File: src/inc/pio_pkg.sv
/*
  pio_pkg: register offsets, reset values and alias kinds for the parallel
  i/o port with change notice.
  assumes: included before any design file; no timescale here.
*/
`default_nettype none

package pio_pkg;

  // ****************************************************************
  // register word offsets (byte address = offset)
  // ****************************************************************
  localparam logic [7:0] PIO_DIR_OFS   = 8'h00; // direction_control
  localparam logic [7:0] PIO_LVL_OFS   = 8'h10; // pin_level_register
  localparam logic [7:0] PIO_LAT_OFS   = 8'h20; // output_latch
  localparam logic [7:0] PIO_ODC_OFS   = 8'h30; // open_drain_control
  localparam logic [7:0] PIO_ANA_OFS   = 8'h40; // analog_select_register
  localparam logic [7:0] PIO_CNE_OFS   = 8'h50; // change_notice_enable
  localparam logic [7:0] PIO_CNS_OFS   = 8'h60; // change_notice_status
  localparam logic [7:0] PIO_PU_OFS    = 8'h70; // weak_pullup_enable
  localparam logic [7:0] PIO_PD_OFS    = 8'h80; // weak_pulldown_enable
  localparam logic [7:0] PIO_PERI_OFS  = 8'h90; // peripheral ownership

  // ****************************************************************
  // alias words inside each 16-byte group: base, clear, set, invert
  // ****************************************************************
  localparam logic [1:0] PIO_ALIAS_BASE = 2'h0;
  localparam logic [1:0] PIO_ALIAS_CLR  = 2'h1;
  localparam logic [1:0] PIO_ALIAS_SET  = 2'h2;
  localparam logic [1:0] PIO_ALIAS_INV  = 2'h3;

  // ****************************************************************
  // reset values
  // ****************************************************************
  localparam logic [15:0] PIO_DIR_RST  = 16'hFFFF;
  localparam logic [15:0] PIO_ANA_RST  = 16'hFFFF;
  localparam logic [15:0] PIO_ZERO_RST = 16'h0000;
  localparam logic [31:0] PIO_UNDEF_RD = 32'h0000_0000; // alias reads

endpackage : pio_pkg

`default_nettype wire

File: src/design/pio_port.sv
/*
  pio_port: one 16-pin general purpose port with direction, latch,
  open-drain, analog select, weak pulls and change notification.
  assumes: synchronous pin inputs, a simple strobe register port with read
  data one cycle later, pads resolve out/oe/pull signals outside.
*/
`timescale 1ns/1ns
`default_nettype none

// Notes on behaviour
// - direction bit one makes pin input; zero drives the latch out
// - after reset every direction bit is one, all pins inputs
// - latch read returns latch contents; latch write updates latch
// - port read returns pin levels; port write updates the latch
// - open-drain bit makes the pin drive low only, else release
// - peripheral drive and peripheral input only while analog select bit clear
// - analog select register resets to all ones
// - output with analog select set still drives digital level
// - port read gives zero for pins that are analog inputs
// - an active peripheral owns the pin, not the gpio latch
// - change detection works with the clock stopped in sleep
// - per-pin change enable lets a change raise an interrupt request
// - change status bit records change since last port read
// - separate weak pull-up and pull-down enable per pin
// - clear, set, invert aliases touch only bits written as one
// - alias reads return undefined; base register shows result
module pio_port #(
  parameter int WIDTH = 16
) (
  input  wire logic             core_clk,
  input  wire logic             sys_rst,
  input  wire logic             clk_en,
  input  wire logic [7:0]       reg_addr,
  input  wire logic [31:0]      reg_wdata,
  input  wire logic             reg_wr,
  input  wire logic             reg_rd,
  output logic      [31:0]      reg_rdata,
  input  wire logic [WIDTH-1:0] pin_in,
  output logic      [WIDTH-1:0] pin_out,
  output logic      [WIDTH-1:0] pin_oe,
  output logic      [WIDTH-1:0] pull_up_en,
  output logic      [WIDTH-1:0] pull_down_en,
  output logic      [WIDTH-1:0] analog_en,
  input  wire logic [WIDTH-1:0] peri_out,
  input  wire logic [WIDTH-1:0] peri_oe,
  output logic      [WIDTH-1:0] peri_in,
  output logic                  change_irq
);

  // ****************************************************************
  // register state
  // ****************************************************************
  logic [WIDTH-1:0] direction_control_ff;
  logic [WIDTH-1:0] output_latch_ff;
  logic [WIDTH-1:0] open_drain_control_ff;
  logic [WIDTH-1:0] analog_select_register_ff;
  logic [WIDTH-1:0] change_notice_enable_ff;
  logic [WIDTH-1:0] change_notice_status_ff;
  logic [WIDTH-1:0] weak_pullup_enable_ff;
  logic [WIDTH-1:0] weak_pulldown_enable_ff;
  logic [WIDTH-1:0] peri_own_ff;
  logic [WIDTH-1:0] last_read_level_ff;
  logic [31:0]      rdata_ff;

  // ****************************************************************
  // address decode
  // ****************************************************************
  wire logic [3:0] grp_sel   = reg_addr[7:4];
  wire logic [1:0] alias_sel = reg_addr[3:2];
  wire logic       word_ok   = (reg_addr[1:0] == 2'h0);
  wire logic       wr_ok     = reg_wr & clk_en & word_ok;
  wire logic       rd_ok     = reg_rd & clk_en;

  // address group compare; operands come in as arguments so that the
  // continuous assignments below follow every change of the address
  function automatic logic hit(input logic [3:0] grp, input logic [7:0] ofs);
    hit = (grp == ofs[7:4]);
  endfunction : hit

  // alias arithmetic applied to a base value
  function automatic logic [WIDTH-1:0] alias_apply(
    input logic [WIDTH-1:0] cur,
    input logic [1:0]       kind,
    input logic [WIDTH-1:0] val
  );
    unique case (kind)
      pio_pkg::PIO_ALIAS_BASE: alias_apply = val;
      pio_pkg::PIO_ALIAS_CLR:  alias_apply = cur & ~val;
      pio_pkg::PIO_ALIAS_SET:  alias_apply = cur | val;
      pio_pkg::PIO_ALIAS_INV:  alias_apply = cur ^ val;
    endcase
  endfunction : alias_apply

  wire logic [WIDTH-1:0] wval = reg_wdata[WIDTH-1:0];

  // ****************************************************************
  // per-register write strobes
  // ****************************************************************
  wire logic wr_dir  = wr_ok & hit(grp_sel, pio_pkg::PIO_DIR_OFS);
  // port and latch writes both land in the latch
  wire logic wr_lat  = wr_ok & (hit(grp_sel, pio_pkg::PIO_LAT_OFS)
                                | hit(grp_sel, pio_pkg::PIO_LVL_OFS));
  wire logic wr_odc  = wr_ok & hit(grp_sel, pio_pkg::PIO_ODC_OFS);
  wire logic wr_ana  = wr_ok & hit(grp_sel, pio_pkg::PIO_ANA_OFS);
  wire logic wr_cne  = wr_ok & hit(grp_sel, pio_pkg::PIO_CNE_OFS);
  wire logic wr_cns  = wr_ok & hit(grp_sel, pio_pkg::PIO_CNS_OFS);
  wire logic wr_pu   = wr_ok & hit(grp_sel, pio_pkg::PIO_PU_OFS);
  wire logic wr_pd   = wr_ok & hit(grp_sel, pio_pkg::PIO_PD_OFS);
  wire logic wr_peri = wr_ok & hit(grp_sel, pio_pkg::PIO_PERI_OFS);

  // ****************************************************************
  // pin level sampling and digital view
  // ****************************************************************
  // analog input channels read as zero
  wire logic [WIDTH-1:0] analog_input = analog_select_register_ff & direction_control_ff;
  wire logic [WIDTH-1:0] level_view   = pin_in & ~analog_input;
  wire logic             lvl_base_rd  = rd_ok && grp_sel == pio_pkg::PIO_LVL_OFS[7:4]
                                        && alias_sel == pio_pkg::PIO_ALIAS_BASE;

  // ****************************************************************
  // change notification
  // ****************************************************************
  // level compare is combinational so a wake-up needs no clock edge
  wire logic [WIDTH-1:0] pin_differs = (pin_in ^ last_read_level_ff) & change_notice_enable_ff;
  wire logic [WIDTH-1:0] cns_view    = change_notice_status_ff | pin_differs;

  // a port read recaptures the level, so no change is pending right after it;
  // a live difference still wins over a software clear through the aliases
  wire logic [WIDTH-1:0] cns_pend = lvl_base_rd ? {WIDTH{1'b0}}
                                    : (change_notice_status_ff | pin_differs);
  wire logic [WIDTH-1:0] nxt_cns  = wr_cns
                                    ? (alias_apply(change_notice_status_ff, alias_sel, wval) | pin_differs)
                                    : cns_pend;

  // irq is a pure level so it works while the clock is stopped
  assign change_irq = |(cns_view & change_notice_enable_ff);

  // ****************************************************************
  // pad drive
  // ****************************************************************
  // gpio output enable: output direction, open drain releases on one
  wire logic [WIDTH-1:0] gpio_oe  = ~direction_control_ff
                                    & ~(open_drain_control_ff & output_latch_ff);
  wire logic [WIDTH-1:0] gpio_out = output_latch_ff & ~open_drain_control_ff;
  // peripherals may take a pin only when it is digital
  wire logic [WIDTH-1:0] peri_take = peri_own_ff & ~analog_select_register_ff;

  assign pin_oe       = (peri_take & peri_oe) | (~peri_take & gpio_oe);
  assign pin_out      = (peri_take & peri_out) | (~peri_take & gpio_out);
  assign peri_in      = pin_in & ~analog_select_register_ff;
  assign pull_up_en   = weak_pullup_enable_ff;
  assign pull_down_en = weak_pulldown_enable_ff;
  assign analog_en    = analog_select_register_ff;
  assign reg_rdata    = rdata_ff;

  // ****************************************************************
  // read mux
  // ****************************************************************
  logic [WIDTH-1:0] rd_word;
  always_comb
  begin
    rd_word = {WIDTH{1'b0}};
    unique case (grp_sel)
      pio_pkg::PIO_DIR_OFS[7:4]:  rd_word = direction_control_ff;
      pio_pkg::PIO_LVL_OFS[7:4]:  rd_word = level_view;
      pio_pkg::PIO_LAT_OFS[7:4]:  rd_word = output_latch_ff;
      pio_pkg::PIO_ODC_OFS[7:4]:  rd_word = open_drain_control_ff;
      pio_pkg::PIO_ANA_OFS[7:4]:  rd_word = analog_select_register_ff;
      pio_pkg::PIO_CNE_OFS[7:4]:  rd_word = change_notice_enable_ff;
      pio_pkg::PIO_CNS_OFS[7:4]:  rd_word = cns_view;
      pio_pkg::PIO_PU_OFS[7:4]:   rd_word = weak_pullup_enable_ff;
      pio_pkg::PIO_PD_OFS[7:4]:   rd_word = weak_pulldown_enable_ff;
      pio_pkg::PIO_PERI_OFS[7:4]: rd_word = peri_own_ff;
      default:                    rd_word = {WIDTH{1'b0}};
    endcase
  end

  // aliases read the fixed undefined pattern
  wire logic [31:0] nxt_rdata = (alias_sel != pio_pkg::PIO_ALIAS_BASE)
                                ? pio_pkg::PIO_UNDEF_RD
                                : {{(32-WIDTH){1'b0}}, rd_word};

  // ****************************************************************
  // register updates
  // ****************************************************************
  // configuration registers
  always_ff @(posedge core_clk or posedge sys_rst)
  begin
    if (sys_rst)
    begin
      direction_control_ff      <= pio_pkg::PIO_DIR_RST;
      analog_select_register_ff <= pio_pkg::PIO_ANA_RST;
      output_latch_ff           <= pio_pkg::PIO_ZERO_RST;
      open_drain_control_ff     <= pio_pkg::PIO_ZERO_RST;
      change_notice_enable_ff   <= pio_pkg::PIO_ZERO_RST;
      weak_pullup_enable_ff     <= pio_pkg::PIO_ZERO_RST;
      weak_pulldown_enable_ff   <= pio_pkg::PIO_ZERO_RST;
      peri_own_ff               <= pio_pkg::PIO_ZERO_RST;
    end
    else
    begin
      if (wr_dir)
        direction_control_ff <= alias_apply(direction_control_ff, alias_sel, wval);
      if (wr_lat)
        output_latch_ff <= alias_apply(output_latch_ff, alias_sel, wval);
      if (wr_odc)
        open_drain_control_ff <= alias_apply(open_drain_control_ff, alias_sel, wval);
      if (wr_ana)
        analog_select_register_ff <= alias_apply(analog_select_register_ff, alias_sel, wval);
      if (wr_cne)
        change_notice_enable_ff <= alias_apply(change_notice_enable_ff, alias_sel, wval);
      if (wr_pu)
        weak_pullup_enable_ff <= alias_apply(weak_pullup_enable_ff, alias_sel, wval);
      if (wr_pd)
        weak_pulldown_enable_ff <= alias_apply(weak_pulldown_enable_ff, alias_sel, wval);
      if (wr_peri)
        peri_own_ff <= alias_apply(peri_own_ff, alias_sel, wval);
    end
  end

  // change status, captured level and read data
  always_ff @(posedge core_clk or posedge sys_rst)
  begin
    if (sys_rst)
    begin
      change_notice_status_ff <= pio_pkg::PIO_ZERO_RST;
      last_read_level_ff      <= pio_pkg::PIO_ZERO_RST;
      rdata_ff                <= 32'h0000_0000;
    end
    else if (clk_en)
    begin
      change_notice_status_ff <= nxt_cns;
      if (lvl_base_rd)
        last_read_level_ff <= pin_in;
      if (rd_ok)
        rdata_ff <= nxt_rdata;
    end
  end
endmodule : pio_port

`default_nettype wire

File: config.mk
export PLATFORM = sky130hd
export DESIGN_NAME = pio_port
export DESIGN_NICKNAME = d
export VERILOG_FILES = /design/src/inc/pio_pkg.sv /design/src/design/pio_port.sv
export SDC_FILE = /design/constraint.sdc
export NUM_CORES = 1
export LEC_CHECK = 0
export BUFFER_PORTS_ARGS = -buffer_cell sky130_fd_sc_hd__buf_2
export CORE_UTILIZATION = 35
export DETAILED_ROUTE_END_ITERATION = 7
export PLACE_DENSITY = 0.54
export SYNTH_ARGS = -nofsm -noshare
export SYNTH_HDL_FRONTEND = slang
export SYNTH_SLANG_ARGS = --single-unit
File: constraint.sdc
create_clock -name core_clk -period 9.7 [get_ports core_clk]
set_input_delay 0.97 -clock core_clk [delete_from_list [all_inputs] [get_ports core_clk]]
set_output_delay 0.97 -clock core_clk [all_outputs]
set_load 0.01 [all_outputs]
==> Flow_metrics.wiki <==
{| class="wikitable"
! Metric !! Value
|-
| Result of the run || finished, final reports clean
|-
| Synth-to-layout area growth || 11.1%
|-
| Drt first pass iters || 7
|-
| Async SR Flop Fraction || 100%
|-
| Area enclosed by the die boundary || between 50000 and 60000 um^2
|-
| Hold Crit Class || reg2reg
|-
| Clock root buffer || clkbuf_16
|-
| Per-instance average area after synthesis || between 8 and 9 um^2
|-
| Flip-flop and latch area || 4440 um^2
|-
| Final count of hold timing violations || 0
|-
| Prevailing post-synth register cell || dfrtp_1
|-
| Floorplan die height || approximately 220 um
|-
| Setup repair bufs after CTS || 0
|-
| Total design power || 2.43 mW
|-
| Cell depth of the worst flop-to-flop path || 4
|-
| Critical Path Sink Type || output port
|-
| Clock-pin transition on the worst setup and hold timing paths || roughly 0.070 ns
|-
| Post-synthesis register bit count || between 150 and 200
|-
| Post-Route Setup TNS || 0 ns
|-
| Slew Limit Fails || 0
|-
| Sequential Power Share || between 30% and 40%
|-
| Overall Global Routing Usage || between 20% and 30%
|-
| Gr ovfl total || 0
|-
| Antenna-violating nets left || 0
|-
| Unrepaired setup endpoints after global routing || false
|-
| Maximum number of pins on one net before global-route repair || 235
|-
| Worst-path maximum fanout || 4
|-
| Max-Slew Margin vs Limit || around a quarter
|-
| Area of the multi-input gates || roughly 12000 um^2
|-
| Post-synthesis instance area || roughly 17000 um^2
|-
| Number of vias after detailed routing || 15568
|-
| # DRC || 0
|-
| Total wire length || between 60 and 70 mm
|-
| Internal power summed over all cells || approximately 1.5 mW
|-
| Hold-fix buffers at CTS || 0
|-
| Number of standard-cell rows in the floorplan || between 80 and 90
|-
| Logic gate share of total power || around 30%
|-
| Core area || 49000 um^2
|-
| Net count reported at finish || 2484
|-
| Die width || 225 um
|-
| Vias per cell || approximately 5.6
|-
| Initial antenna violation count || 5
|-
| Transition at the pin with the smallest max-transition slack || roughly 1.1 ns
|-
| Proportion of layout cells with a drive suffix above 1 || between 20% and 30%
|-
| Wire length of the first global-routing pass || 92.9 mm
|-
| Max-capacitance violation count || 0
|-
| Required time of the critical path || around 8.7 ns
|-
| Count of port buffers added during placement || roughly 190
|-
| FF-to-FF Start || analog_en[14]
|-
| HPWL after detailed placement || approximately 44 mm
|-
| Cell leakage power || between 9 and 10 nW
|-
| Power per Cell Area || about 130 nW/um^2
|-
| Highest metal used || met4
|-
| Clock latency reported for the late side of the worst-skew pair || between 0.4 and 0.5 ns
|-
| Clock network power share || between 30 and 40%
|-
| Violation count after the first detailed-routing iteration || between 1000 and 1500
|-
| Wire per inst || 22.3 um
|-
| Post-route clock period utilization || 38.6%
|-
| Starting Density || about 35%
|-
| Met1 WL || around 26 mm
|-
| Worst vdd ir || 0.000117 V
|-
| Hold path start || reg_rdata[0]
|-
| Register-to-register setup slack || 7.86 ns
|-
| Worst reg2reg path endpoint || reg_rdata[14]
|-
| Final setup violation count || 0
|-
| CTS sink count || around 180
|-
| Vias in the first global route || 14793
|-
| Capture endpoint of the worst hold path || reg_rdata[0]
|-
| Count of H-tree levels built during CTS || 4
|-
| Sequential fraction of the synthesis area || around a quarter
|-
| Clock tree from TritonCTS || done
|-
| Fraction of power spent switching nets || between 30 and 40%
|-
| CTS buffer count || 17
|-
| Number of I/O pins || 222
|-
| Post-cts gate resize count || 0
|-
| Distinct cells, synth || between 60 and 70
|-
| Summed area of non-filler cells in the final layout || just under 20000 um^2
|-
| Met3 wire len || 3.89 mm
|-
| Synth warnings || 0
|-
| Number of flops mapped to enable cells by yosys || 0
|-
| Clock Skew || 0.0147 ns
|-
| Net Sw Power || around 900 uW
|-
| Fillers || just under 5000
|-
| Post-layout minimum cycle time || between 3 and 4 ns
|-
| Placed Instance Area || about 19000 um^2
|-
| Min-Delay Path Depth || 2
|-
| Routed length on met2 || 29.9 mm
|-
| Critical path startpoint category || input pin
|-
| Data arrival time of the worst path || 2.77 ns
|-
| Fmax achieved || 267 MHz
|-
| Kind of critical path || in2out
|-
| Maximum number of buffers from clock root to sink || 2
|-
| Placer congestion estimate || between 0.8 and 0.9
|-
| Synthesized instance count || 2005
|}
## through the flow
| stage | cells | worst slack, ns | utilization (%) | hold slack [ns] |
|---|---|---|---|---|
| final | 2781 | 5.96 | 39.4 | 0.491 |
| after global routing | 2781 | 5.91 | 39.4 | 0.520 |
| after CTS | 2780 | 5.97 | 39.4 | 0.487 |
| after detailed placement | 2748 | 5.97 | 38.3 | 0.472 |
| after global placement | 2748 | 5.96 | 38.3 | 0.474 |
| after floorplan | 2020 | 4.01 | - | 0.466 |
## cell usage after synthesis (5+ instances only)
cell        n  share of area, %
nor2_1    141               3.0
buf_4      20              0.86
mux4_2     16               2.1
nand3_1     6              0.17
a21o_1     20              0.86
o22a_1      6              0.30
nor2b_1    67               2.4
buf_1      14              0.30
o221a_2    15              0.97
a22oi_1    40               1.7
buf_2      45               1.3
a31oi_1     7              0.25
a21oi_1   251               7.2
nand4_1     5              0.18
a21boi_0   17              0.73
dfstp_2    32               4.8
nand2_1   162               3.5
a32oi_1    14              0.71
ha_1      288                21
clkbuf_1   67               1.4
o211a_1     6              0.35
xor2_1     16              0.81
o21ai_0    46               1.3
o22ai_1     9              0.32
nor3_1     30              0.86
o221ai_1    6              0.30
o31a_1      7              0.35
a211oi_1  149               6.4
nand3b_1    8              0.35
inv_1     179               3.9
dfrtp_1   144                21
mux2_2    122               7.9
## worst max path at each step
stage,from,end,slack [ns],depth (start not counted)
2_1_floorplan,sys_rst,change_notice_enable_ff[0],4.01,1
3_3_place_gp,pin_in[5],change_irq,5.96,6
3_5_place_dp,pin_in[5],change_irq,5.97,6
4_1_cts,pin_in[5],change_irq,5.97,6
5_1_grt,pin_in[5],change_irq,5.91,6
6_report,pin_in[5],change_irq,5.96,6
## cell type report
cell class,count,share of cell area [%]
flip-flops and latches,176,23.0
clock buffers,20,2.31
well taps,664,4.30
repair buffers,212,5.96
diodes,1,0.0130
multi-input cells,1517,60.2
clock inverters,12,0.687
inverters,179,3.52
## kinds of logic after synthesis
logic type | share of synthesized area [%]
AO/OA/AOI/OAI | 22.8
XOR/XNOR | 0.807
adder cells (fa/ha/maj) | 20.7
buffers and inverters | 7.91
flip-flops | 25.6
multiplexers | 10.2
other | 0.0216
AND/OR/NAND/NOR | 12.0
## state kept, by name, summed over array words and instances, names as in the netlist
name	flops
pull_down_en	16
change_notice_enable_ff	16
change_notice_status_ff	16
pull_up_en	16
direction_control_ff	16
open_drain_control_ff	16
last_read_level_ff	16
peri_own_ff	16
reg_rdata	16
analog_en	16
output_latch_ff	16
## power groups by stage
stage | registers [mW] | clock network, mW | logic, mW
finish | 0.957 | 0.735 | 0.737
global route | 0.970 | 0.772 | 0.834
CTS | 0.954 | 0.745 | 0.743
detailed placement | 0.967 | 0 | 0.738
global placement | 0.961 | 0 | 0.709
floorplan | 0.924 | 0 | 0.517
## critical path, cell delays in order
cell and delay, ns:
buf_2 0.15, xor2_1 0.17, o21ai_0 0.48, nand4_1 0.22, or4_1 0.60, buf_2 0.17
## cells in the final DEF (no fill, tap or decap), types with 4 or more instances in the layout
cell / netlist / final
nand3b_1: 8 / 8
a22oi_1: 40 / 40
xor2_1: 16 / 16
dfstp_2: 32 / 32
a21o_1: 20 / 20
mux2_2: 122 / 122
nor2_1: 141 / 141
clkbuf_16: 0 / 17
nand4_1: 5 / 5
and2_1: 4 / 4
a211oi_1: 149 / 149
dfrtp_1: 144 / 144
nand2_1: 162 / 161
o31a_1: 7 / 7
a31oi_1: 7 / 7
inv_1: 179 / 178
a21oi_1: 251 / 251
a21boi_0: 17 / 17
nor3_1: 30 / 30
o22a_1: 6 / 6
conb_1: 1 / 16
o221ai_1: 6 / 6
nor2b_1: 67 / 67
nand2b_1: 4 / 4
buf_2: 45 / 187
o211a_1: 6 / 6
a32oi_1: 14 / 14
o221a_2: 15 / 15
ha_1: 288 / 288
nand3_1: 6 / 6
mux4_2: 16 / 16
o21ai_0: 46 / 46
buf_4: 20 / 22
o22ai_1: 9 / 9
## metal layers
| metal | track usage [%] | vias to the layer above |
|---|---|---|
| met5 | 0 | - |
| met4 | 9.59 | 0 |
| met3 | 4.38 | 109 |
| met2 | 41.2 | 528 |
| met1 | 31.3 | 7642 |
| li1 | - | 7289 |
Note: power is estimated with default switching activity, not from simulation.
